==> src/design/fmt_map.svh <==
// register map, field positions, reset values and timing for the fm tuner config block
// assumes a 125 mhz clock and word-aligned axi4-lite byte addresses
`ifndef FMT_MAP_SVH
`define FMT_MAP_SVH
// ==========================================
// register indices and byte addresses
`define FMT_IDX_CFG1 4
`define FMT_IDX_CFG2 5
`define FMT_IDX_STAT 6
`define FMT_ADDR_CFG1 8'h10
`define FMT_ADDR_CFG2 8'h14
`define FMT_ADDR_STAT 8'h18
// ==========================================
// reset values and writable bit masks
`define FMT_CFG1_RESET 16'h0000
`define FMT_CFG2_RESET 16'h0000
`define FMT_CFG1_MASK 16'hdcff
// ==========================================
// field positions, first configuration register
`define FMT_RDS_IEN 15
`define FMT_STC_IEN 14
`define FMT_RDS_EN 12
`define FMT_DEEMPH 11
`define FMT_AGC_OFF 10
`define FMT_BLEND_LSB 6
`define FMT_PIN_MODE_LSB 0
// field positions, second configuration register
`define FMT_SEEK_LSB 8
`define FMT_BAND_LSB 6
`define FMT_SPACE_LSB 4
`define FMT_VOL_LSB 0
// ==========================================
// timing
`define FMT_CLK_KHZ 125000
`define FMT_IRQ_PULSE_MS 5
`define FMT_IRQ_PULSE_CYC (`FMT_IRQ_PULSE_MS * `FMT_CLK_KHZ)
`endif

==> src/design/fmt_pkg.sv <==
// types shared by the fm tuner config block
// assumes nothing beyond a systemverilog compiler
package fmt_pkg;
  // general-purpose pin drive modes
  typedef enum logic [1:0] {
    FMT_PIN_HIZ = 2'h0,
    FMT_PIN_SPECIAL = 2'h1,
    FMT_PIN_LOW = 2'h2,
    FMT_PIN_HIGH = 2'h3
  } fmt_pin_mode_type;
  // interrupt pulse state, one-hot
  typedef enum logic [1:0] {
    FMT_PULSE_IDLE = 2'h1,
    FMT_PULSE_LOW = 2'h2
  } fmt_pulse_state_type;
  // decoded receiver settings handed to rf and audio logic
  typedef struct packed {
    logic radio_data_enable;
    logic deemph_50us;
    logic agc_on;
    logic [5:0] blend_low_dbuv;
    logic [5:0] blend_high_dbuv;
    logic [7:0] seek_level_floor;
    logic [10:0] band_low_100khz;
    logic [10:0] band_high_100khz;
    logic [7:0] spacing_khz;
    logic mute;
    logic [6:0] atten_db;
  } fmt_settings_type;
endpackage

==> src/design/fmt_config_gpio.sv <==
// configuration registers and general-purpose pin drivers of an fm receiver
// assumes an axi4-lite master, synchronous status inputs and one 125 mhz clock
`timescale 1ns/100ps
`include "fmt_map.svh"
module fmt_config_gpio #(
  parameter int PULSE_CYCLES = `FMT_IRQ_PULSE_CYC,
  parameter int ADDR_W = 8
) (
  input wire logic aclk,
  input wire logic aresetn,
  input wire logic [ADDR_W-1:0] s_axi_awaddr,
  input wire logic s_axi_awvalid,
  output logic s_axi_awready,
  input wire logic [31:0] s_axi_wdata,
  input wire logic [3:0] s_axi_wstrb,
  input wire logic s_axi_wvalid,
  output logic s_axi_wready,
  output logic [1:0] s_axi_bresp,
  output logic s_axi_bvalid,
  input wire logic s_axi_bready,
  input wire logic [ADDR_W-1:0] s_axi_araddr,
  input wire logic s_axi_arvalid,
  output logic s_axi_arready,
  output logic [31:0] s_axi_rdata,
  output logic [1:0] s_axi_rresp,
  output logic s_axi_rvalid,
  input wire logic s_axi_rready,
  input wire logic [7:0] rssi,
  input wire logic tune_done,
  input wire logic tune_active,
  input wire logic radio_data_ready,
  input wire logic volume_range_extend,
  input wire logic [2:0] pin_in,
  output logic [2:0] pin_out,
  output logic [2:0] pin_oe,
  output logic two_channel_flag,
  output logic seek_channel_valid,
  output fmt_pkg::fmt_settings_type settings
);
  localparam logic [19:0] PULSE_LAST = 20'(PULSE_CYCLES - 1);
  // ==========================================
  // address decode, shared by the write and read paths
  function automatic logic [1:0] reg_sel(input logic [ADDR_W-1:0] a);
    if (a == ADDR_W'(`FMT_ADDR_CFG1)) begin
      reg_sel = 2'h1;
    end else if (a == ADDR_W'(`FMT_ADDR_CFG2)) begin
      reg_sel = 2'h2;
    end else if (a == ADDR_W'(`FMT_ADDR_STAT)) begin
      reg_sel = 2'h3;
    end else begin
      reg_sel = 2'h0;
    end
  endfunction
  // pin drive per mode: returns {oe, out}; pin 1 has no special function
  function automatic logic [1:0] pin_drive(input logic [1:0] mode, input logic sp_en,
                                           input logic sp_val);
    case (fmt_pkg::fmt_pin_mode_type'(mode))
      fmt_pkg::FMT_PIN_SPECIAL: pin_drive = {sp_en, sp_en & sp_val};
      fmt_pkg::FMT_PIN_LOW: pin_drive = 2'h2;
      fmt_pkg::FMT_PIN_HIGH: pin_drive = 2'h3;
      default: pin_drive = 2'h0;
    endcase
  endfunction
  // ==========================================
  // register and bus state
  logic [15:0] cfg1; // first configuration register
  logic [15:0] cfg2; // second configuration register
  logic [15:0] next_cfg1;
  logic [15:0] next_cfg2;
  logic aw_held; // write address taken, waiting for data
  logic w_held; // write data taken, waiting for address
  logic [ADDR_W-1:0] aw_addr;
  logic [15:0] w_data; // only the low half is ever stored
  logic [1:0] w_strb;
  logic [ADDR_W-1:0] next_aw_addr;
  logic [15:0] next_w_data;
  logic [1:0] next_w_strb;
  logic next_aw_held, next_w_held, next_bvalid, next_rvalid;
  logic [1:0] next_bresp, next_rresp;
  logic [31:0] next_rdata;
  logic [15:0] stat_word; // live status for reads
  // ==========================================
  // flag and pulse state
  logic seek_tune_complete; // seek/tune complete flag
  logic rdr_q; // last radio-data ready level, for edge detect
  logic next_stc;
  fmt_pkg::fmt_pulse_state_type pulse_state;
  fmt_pkg::fmt_pulse_state_type next_pulse_state;
  logic [19:0] pulse_cnt;
  logic [19:0] next_pulse_cnt;
  logic pulse_trig;
  logic pulse_low;
  logic [2:0] next_pin_out;
  logic [2:0] next_pin_oe;
  logic next_two_channel;
  logic next_seek_valid;
  fmt_pkg::fmt_settings_type next_settings;
  // ready outputs are combinational: awready and wready off the hold flags, arready off rvalid
  assign s_axi_awready = !aw_held;
  assign s_axi_wready = !w_held;
  assign s_axi_arready = !s_axi_rvalid;
  assign pulse_low = (pulse_state == fmt_pkg::FMT_PULSE_LOW);
  assign stat_word = {9'h000, pin_in, pulse_low, two_channel_flag, radio_data_ready, seek_tune_complete};
  // ==========================================
  // axi write and read paths with register storage
  always_comb begin
    next_aw_held = aw_held;
    next_w_held = w_held;
    next_aw_addr = aw_addr;
    next_w_data = w_data;
    next_w_strb = w_strb;
    next_bvalid = s_axi_bvalid;
    next_bresp = s_axi_bresp;
    next_cfg1 = cfg1;
    next_cfg2 = cfg2;
    next_rvalid = s_axi_rvalid;
    next_rresp = s_axi_rresp;
    next_rdata = s_axi_rdata;
    // address and data may arrive in either order
    if (s_axi_awvalid && !aw_held) begin
      next_aw_held = 1'b1;
      next_aw_addr = s_axi_awaddr;
    end
    if (s_axi_wvalid && !w_held) begin
      next_w_held = 1'b1;
      next_w_data = s_axi_wdata[15:0];
      next_w_strb = s_axi_wstrb[1:0];
    end
    if (s_axi_bvalid && s_axi_bready) begin
      next_bvalid = 1'b0;
    end
    // commit once both halves are held and no response is pending
    if (aw_held && w_held && !s_axi_bvalid) begin
      next_aw_held = 1'b0;
      next_w_held = 1'b0;
      next_bvalid = 1'b1;
      next_bresp = 2'h0;
      case (reg_sel(aw_addr))
        2'h1: begin
          // reserved bits are forced to zero whatever the host sends
          if (w_strb[0]) next_cfg1[7:0] = w_data[7:0] & 8'(`FMT_CFG1_MASK);
          if (w_strb[1]) next_cfg1[15:8] = w_data[15:8] & 8'(`FMT_CFG1_MASK >> 8);
        end
        2'h2: begin
          if (w_strb[0]) next_cfg2[7:0] = w_data[7:0];
          if (w_strb[1]) next_cfg2[15:8] = w_data[15:8];
        end
        2'h3: next_bresp = 2'h0; // status is read-only, write dropped
        default: next_bresp = 2'h2;
      endcase
    end
    if (s_axi_rvalid && s_axi_rready) begin
      next_rvalid = 1'b0;
    end
    if (s_axi_arvalid && !s_axi_rvalid) begin
      next_rvalid = 1'b1;
      next_rresp = 2'h0;
      case (reg_sel(s_axi_araddr))
        2'h1: next_rdata = {16'h0000, cfg1};
        2'h2: next_rdata = {16'h0000, cfg2};
        2'h3: next_rdata = {16'h0000, stat_word};
        default: begin
          next_rdata = 32'h0000_0000;
          next_rresp = 2'h2;
        end
      endcase
    end
  end
  // register the bus state; config registers clear on reset
  always_ff @(posedge aclk) begin
    if (!aresetn) begin
      cfg1 <= `FMT_CFG1_RESET;
      cfg2 <= `FMT_CFG2_RESET;
      aw_held <= 1'b0;
      w_held <= 1'b0;
      aw_addr <= '0;
      w_data <= 16'h0000;
      w_strb <= 2'h0;
      s_axi_bvalid <= 1'b0;
      s_axi_bresp <= 2'h0;
      s_axi_rvalid <= 1'b0;
      s_axi_rresp <= 2'h0;
      s_axi_rdata <= 32'h0000_0000;
    end else begin
      cfg1 <= next_cfg1;
      cfg2 <= next_cfg2;
      aw_held <= next_aw_held;
      w_held <= next_w_held;
      aw_addr <= next_aw_addr;
      w_data <= next_w_data;
      w_strb <= next_w_strb;
      s_axi_bvalid <= next_bvalid;
      s_axi_bresp <= next_bresp;
      s_axi_rvalid <= next_rvalid;
      s_axi_rresp <= next_rresp;
      s_axi_rdata <= next_rdata;
    end
  end
  // ==========================================
  // flag, interrupt pulse and settings decode
  always_comb begin
    logic [1:0] blend;
    logic [3:0] vol;
    blend = cfg1[`FMT_BLEND_LSB +: 2];
    vol = cfg2[`FMT_VOL_LSB +: 4];
    // set wins over clear: a finish in the clearing cycle is kept
    next_stc = tune_done | (seek_tune_complete & tune_active);
    pulse_trig = (cfg1[`FMT_PIN_MODE_LSB + 2 +: 2] == 2'h1) &&
      ((cfg1[`FMT_RDS_IEN] && radio_data_ready && !rdr_q) ||
       (cfg1[`FMT_STC_IEN] && tune_done && !seek_tune_complete));
    next_pulse_state = pulse_state;
    next_pulse_cnt = pulse_cnt;
    case (pulse_state)
      fmt_pkg::FMT_PULSE_IDLE: begin
        if (pulse_trig) begin
          next_pulse_state = fmt_pkg::FMT_PULSE_LOW;
          next_pulse_cnt = PULSE_LAST;
        end
      end
      fmt_pkg::FMT_PULSE_LOW: begin
        // a new event during the pulse restarts the full width
        if (pulse_trig) begin
          next_pulse_cnt = PULSE_LAST;
        end else if (pulse_cnt == 20'h00000) begin
          next_pulse_state = fmt_pkg::FMT_PULSE_IDLE;
        end else begin
          next_pulse_cnt = pulse_cnt - 20'h00001;
        end
      end
      default: next_pulse_state = fmt_pkg::FMT_PULSE_IDLE;
    endcase
    // blend window low ends: 31, 37, 19, 25 dbuv
    case (blend)
      2'h0: next_settings.blend_low_dbuv = 6'd31;
      2'h1: next_settings.blend_low_dbuv = 6'd37;
      2'h2: next_settings.blend_low_dbuv = 6'd19;
      default: next_settings.blend_low_dbuv = 6'd25;
    endcase
    next_settings.blend_high_dbuv = next_settings.blend_low_dbuv + 6'd18;
    next_two_channel = rssi > {2'h0, next_settings.blend_low_dbuv};
    next_seek_valid = rssi >= cfg2[`FMT_SEEK_LSB +: 8];
    next_settings.radio_data_enable = cfg1[`FMT_RDS_EN];
    next_settings.deemph_50us = cfg1[`FMT_DEEMPH];
    next_settings.agc_on = !cfg1[`FMT_AGC_OFF];
    next_settings.seek_level_floor = cfg2[`FMT_SEEK_LSB +: 8];
    case (cfg2[`FMT_BAND_LSB +: 2])
      2'h0: next_settings.band_low_100khz = 11'd875;
      2'h3: next_settings.band_low_100khz = 11'd640;
      default: next_settings.band_low_100khz = 11'd760;
    endcase
    next_settings.band_high_100khz = (cfg2[`FMT_BAND_LSB +: 2] == 2'h2) ? 11'd900 : 11'd1080;
    // code 11 has no spacing; zero flags it to the tuning logic
    case (cfg2[`FMT_SPACE_LSB +: 2])
      2'h0: next_settings.spacing_khz = 8'd200;
      2'h1: next_settings.spacing_khz = 8'd100;
      2'h2: next_settings.spacing_khz = 8'd50;
      default: next_settings.spacing_khz = 8'd0;
    endcase
    // 2 db per step below full scale, plus 30 db when extended
    next_settings.mute = (vol == 4'h0);
    next_settings.atten_db = 7'({3'h0, 4'hf - vol} << 1) +
      (volume_range_extend ? 7'd30 : 7'd0);
  end
  // per-pin drive: pin 2 idles high around the pulse, pin 3 shows stereo
  genvar g;
  generate
    for (g = 0; g < 3; g++) begin : g_pin
      logic [1:0] drv;
      assign drv = pin_drive(cfg1[`FMT_PIN_MODE_LSB + 2*g +: 2], g != 0,
        (g == 1) ? !next_pulse_state[1] : next_two_channel);
      assign next_pin_oe[g] = drv[1];
      assign next_pin_out[g] = drv[0];
    end
  endgenerate
  // register flags, pulse timer, pins and decoded settings
  always_ff @(posedge aclk) begin
    if (!aresetn) begin
      seek_tune_complete <= 1'b0;
      rdr_q <= 1'b0;
      pulse_state <= fmt_pkg::FMT_PULSE_IDLE;
      pulse_cnt <= 20'h00000;
      pin_out <= 3'h0;
      pin_oe <= 3'h0;
      two_channel_flag <= 1'b0;
      seek_channel_valid <= 1'b0;
      settings <= '0;
    end else begin
      seek_tune_complete <= next_stc;
      rdr_q <= radio_data_ready;
      pulse_state <= next_pulse_state;
      pulse_cnt <= next_pulse_cnt;
      pin_out <= next_pin_out;
      pin_oe <= next_pin_oe;
      two_channel_flag <= next_two_channel;
      seek_channel_valid <= next_seek_valid;
      settings <= next_settings;
    end
  end
  // ==========================================
  // checks
  a_rds_pulse_start: assert property (@(posedge aclk) disable iff (!aresetn)
    cfg1[15] && cfg1[3:2] == 2'h1 && $rose(radio_data_ready) |=> pulse_low ##1 !pin_out[1])
    else $error("radio-data event did not pull pin 2 low");
  a_stc_pulse_start: assert property (@(posedge aclk) disable iff (!aresetn)
    cfg1[14] && cfg1[3:2] == 2'h1 && tune_done && !seek_tune_complete |=> pulse_low ##1 !pin_out[1])
    else $error("seek/tune event did not pull pin 2 low");
  a_pin2_idle_high: assert property (@(posedge aclk) disable iff (!aresetn)
    $past(cfg1[3:2]) == 2'h1 && $past(pulse_state) == fmt_pkg::FMT_PULSE_IDLE &&
    $past(!pulse_trig) |-> pin_oe[1] && pin_out[1])
    else $error("pin 2 not high outside a pulse");
  a_pin_fixed_mode: assert property (@(posedge aclk) disable iff (!aresetn)
    cfg1[1:0] == 2'h2 |=> pin_oe[0] && !pin_out[0])
    else $error("pin 1 low mode not driven low");
  a_pin3_stereo: assert property (@(posedge aclk) disable iff (!aresetn)
    cfg1[5:4] == 2'h1 |=> pin_oe[2] && pin_out[2] == two_channel_flag)
    else $error("pin 3 does not follow stereo");
  a_cfg_reset_zero: assert property (@(posedge aclk)
    !aresetn |=> cfg1 == 16'h0000 && cfg2 == 16'h0000 && pin_oe == 3'h0)
    else $error("config not zero after reset");
  a_pulse_ends: assert property (@(posedge aclk) disable iff (!aresetn)
    pulse_low && pulse_cnt == 20'h00000 && !pulse_trig |=> !pulse_low)
    else $error("pulse did not end at count expiry");
  a_pulse_counts: assert property (@(posedge aclk) disable iff (!aresetn)
    pulse_low && pulse_cnt != 20'h00000 && !pulse_trig |=> pulse_low &&
    pulse_cnt == $past(pulse_cnt) - 20'h00001)
    else $error("pulse counter did not step down");
  a_stc_sets: assert property (@(posedge aclk) disable iff (!aresetn)
    tune_done |=> seek_tune_complete)
    else $error("tune finish did not raise flag");
  a_stereo_rule: assert property (@(posedge aclk) disable iff (!aresetn)
    cfg1[7:6] == 2'h0 && rssi == 8'd32 |=> two_channel_flag)
    else $error("stereo flag missing above blend low end");
  a_volume_mute: assert property (@(posedge aclk) disable iff (!aresetn)
    cfg2[3:0] == 4'hf && !volume_range_extend |=> settings.atten_db == 7'd0 && !settings.mute)
    else $error("full-scale volume code not zero attenuation");
endmodule

==> config.mk <==
export PLATFORM = sky130hd
export DESIGN_NAME = fmt_config_gpio
export DESIGN_NICKNAME = d
export VERILOG_FILES = /design/src/design/fmt_pkg.sv /design/src/design/fmt_config_gpio.sv
export VERILOG_INCLUDE_DIRS = /design/src /design/src/design
export SDC_FILE = /design/constraint.sdc
export NUM_CORES = 1
export LEC_CHECK = 0
export BUFFER_PORTS_ARGS = -buffer_cell sky130_fd_sc_hd__buf_4
export CORE_MARGIN = 3
export CORE_UTILIZATION = 25
export CTS_CLUSTER_SIZE = 16
export DETAILED_ROUTE_END_ITERATION = 10
export MAX_ROUTING_LAYER = met4
export SLEW_MARGIN = 40
export SYNTH_ARGS = -nofsm -noshare
export SYNTH_HDL_FRONTEND = slang
export SYNTH_SLANG_ARGS = --single-unit
==> constraint.sdc <==
create_clock -name aclk -period 2.87 [get_ports aclk]
set_clock_uncertainty 0.2 [all_clocks]
set_input_delay 0.574 -clock aclk [delete_from_list [all_inputs] [get_ports aclk]]
set_output_delay 0.574 -clock aclk [all_outputs]
set_load 0.01 [all_outputs]
==> flow_summary.ini <==
[timing]
finalHoldViolations = 0
fin_crit_sh_pct = 90.6
drv_slew = 0
setup_tns_ns = 0
worstMarginPinSlew_ns = 0.748
fmax_ghz = 0.385
slew_headroom_pct = 50.0
setup_viol = 0
period_needed_ns = 2.60
rsz0062_at_grt = false

[clock_tree]
path_clk_slew_ns = 0.06
clk_path_buf_depth = 2
htreeDepth = 4
cts_made_buffers = 17
cts_sinks = 148
root_buffer = clkbuf_16
clock_latency_ns = 0.43
cts_tree = built

[die]
ios = 184
die_area_um2 = 28100
die_w_um = 168
placementRows = 58
fp.coreArea_um2 = 25400
start_util_pct = 25.7
die_y_um = 168

[global_routing]
grt_start_max_net_pins = 42
grt_pass1_vias = 4975
grt_first_pass_wirelength_um = 27200
met3_usage_pct = 3.75
globalRouteMet2Util_pct = 18.7
grt.overflow.total = 0
grt_use_met1_pct = 15.6
grt_antenna_before_repair = 1
busiest_layer = met2
track_usage_pct = 12.6

[critical_path]
path_class = flip-flop to flip-flop
worst_path_largest_cell_delay_ns = 0.40
cp.arrival_ns = 2.72
startpoint_type = flip-flop
critical_path.most_common_cell = a21o_1
cp_slowest_cell = dfxtp_1
crit_family = compound AO/OA/AOI/OAI gates
critical_path_required_ns = 2.99
path_buf_inv = 1
worstPathMaxFanout = 5
endpoint_kind = flip-flop
cp_cell_sequence = inv_1, ha_1, o21bai_1, ha_1, a21o_1, a21o_1, a21o_1, a21oi_1, o21ai_0, o211a_1

[detailed_routing]
wl_per_cell_um = 14.5
drt_iter0_drc = 243
drc = 0
drt-total-wl_um = 17200
vias_per_cell = 4.42
dr.pass1.iters = 4
via_count = 5229
ant_nets = 0

[run]
max-cap-violations = 0

[cells_and_area]
areaGrowthSynthToFinish_pct = 28.2
final_common_cell = buf_4
drive_gt1_share_pct = 26.0
nets = 948
layout_common_cells = buf_4 (155), dfxtp_1 (147), nor2_1 (104)
postLayoutCellArea_um2 = 8370
fillers = 2665

[placed_design]
dpl_cell_area_um2 = 7790
placement.io_buffers = 139
place_congestion = 0.842
dp_hpwl_um = 12700

[synthesis]
synth_cell_types = 66
synth_area_per_cell_um2 = 9.18
syn_area_um2 = 6530
synth_edf_count = 0
ys.flop_type = dfxtp_1
synth_area_leader_cell = dfxtp_1
synth_cells = 711
ys.warnings.count = 0
ys_ff_latch = 148
synthTopCellsByArea = dfxtp_1 (45%), ha_1 (6.3%), mux2i_1 (6.0%)
synthArstFlopShare_pct = 0
seq_area_frac_synth_pct = 45.4
synth_top_area_share_pct = 45.4

[pwr]
vdd_drop_max_v = 0.000278
p_total_w = 0.00464
p_leak_nw = 3.76
powerDensity_nw_per_um2 = 555

[status]
status = completed

[worst_hold_path]
hold_class = input port to flip-flop
## state kept, by name, summed over array words and instances, names as in the netlist, 3 cells and up
signal / flops
s_axi_rdata: 16
pulse_cnt: 20
w_data: 16
pin_oe: 3
pin_out: 3
cfg1: 13
settings: 39
aw_addr: 8
cfg2: 16
## path summary, 6_finish.rpt
| path | start | end | slack, ns | cells past startpoint |
|---|---|---|---|---|
| min | s_axi_rready | s_axi_rvalid$_SDFFE_PN0P_ | 0.12 | 2 |
| max reg2reg | cfg1[7]$_SDFFE_PN0P_ | pin_out[2]$_SDFF_PN0_ | 0.27 | 10 |
| max | cfg1[7]$_SDFFE_PN0P_ | pin_out[2]$_SDFF_PN0_ | 0.27 | 10 |
| min reg2reg | cfg1[10]$_SDFFE_PN0P_ | settings[58]$_SDFF_PN0_ | 0.25 | 1 |
## what timing repair did
action,CTS,global route
hold buffers,0,0
resized for setup,0,1
setup endpoints to repair,0,2
buffers inserted,0,0
## cells by family after synthesis
group | after synthesis | synth area share (%)
muxes | 44 | 6.85
other | 1 | 0.0575
buffers and inverters | 102 | 8.57
adders and majority gates | 34 | 6.63
AOI/OAI and AO/OA | 126 | 13.6
and+or+nand+nor | 253 | 18.5
xor gates and xnor gates | 3 | 0.403
DFF | 148 | 45.4
## through the flow
| stage | hold slack (ns) | cells | setup slack (ns) | util (%) |
|---|---|---|---|---|
| floorplan | 0.211 | 736 | 0.500 | - |
| detailed placement | 0.251 | 1151 | 0.165 | 30.7 |
| global route | 0.115 | 1184 | 0.0674 | 32.9 |
| finish | 0.124 | 1184 | 0.270 | 32.9 |
| global placement | 0.236 | 1151 | 0.241 | 30.7 |
| CTS | 0.108 | 1183 | 0.158 | 32.9 |
## worst register-to-register path, cell delays in order, from the launching register on
cell	delay (ns)
dfxtp_1	0.40
inv_1	0.11
ha_1	0.22
o21bai_1	0.22
ha_1	0.29
a21o_1	0.18
a21o_1	0.17
a21o_1	0.17
a21oi_1	0.12
o21ai_0	0.15
o211a_1	0.26
## cell usage after synthesis (all sizes together), types with 2 or more instances
cell	number
nor2b	5
a211oi	3
and2	19
nand3b	2
xor2	2
o211a	3
nor4	9
a21o	8
nor3	10
o21ai	20
a21oi	48
inv	30
nand4	7
dfxtp	148
a22oi	13
o31ai	2
clkbuf	26
mux2	5
o2111ai	2
nand3	13
o21a	2
a32oi	4
or2	2
nor2	104
buf	46
a32o	3
nand2	67
mux2i	39
or3	3
ha	33
a311oi	6
o22ai	2
nand2b	6
## final cells by class
cell class / instances / area [um^2] / share of cell area, %
multi-input combinational: 486 / 3100 / 37.0
antenna: 1 / 2.50 / 0.0299
tap: 330 / 413 / 4.93
timing repair buffer: 157 / 1200 / 14.4
clock inverter: 15 / 148 / 1.76
sequential: 148 / 2960 / 35.4
inverter: 30 / 114 / 1.36
clock buffer: 17 / 425 / 5.08
## layer usage
layer,up-vias,routed length (um)
met5,-,0
met4,0,495
met3,23,1080
met2,147,7740
met1,2430,7840
li1,2629,-
## where the power goes
part           total (W)  switching, W  internal (W)
sequential       0.00214     0.0000339       0.00210
clock            0.00218      0.000965       0.00121
combinational   0.000325      0.000177      0.000148
total            0.00464       0.00117       0.00347
No activity file was read; power rests on OpenSTA's default activity.
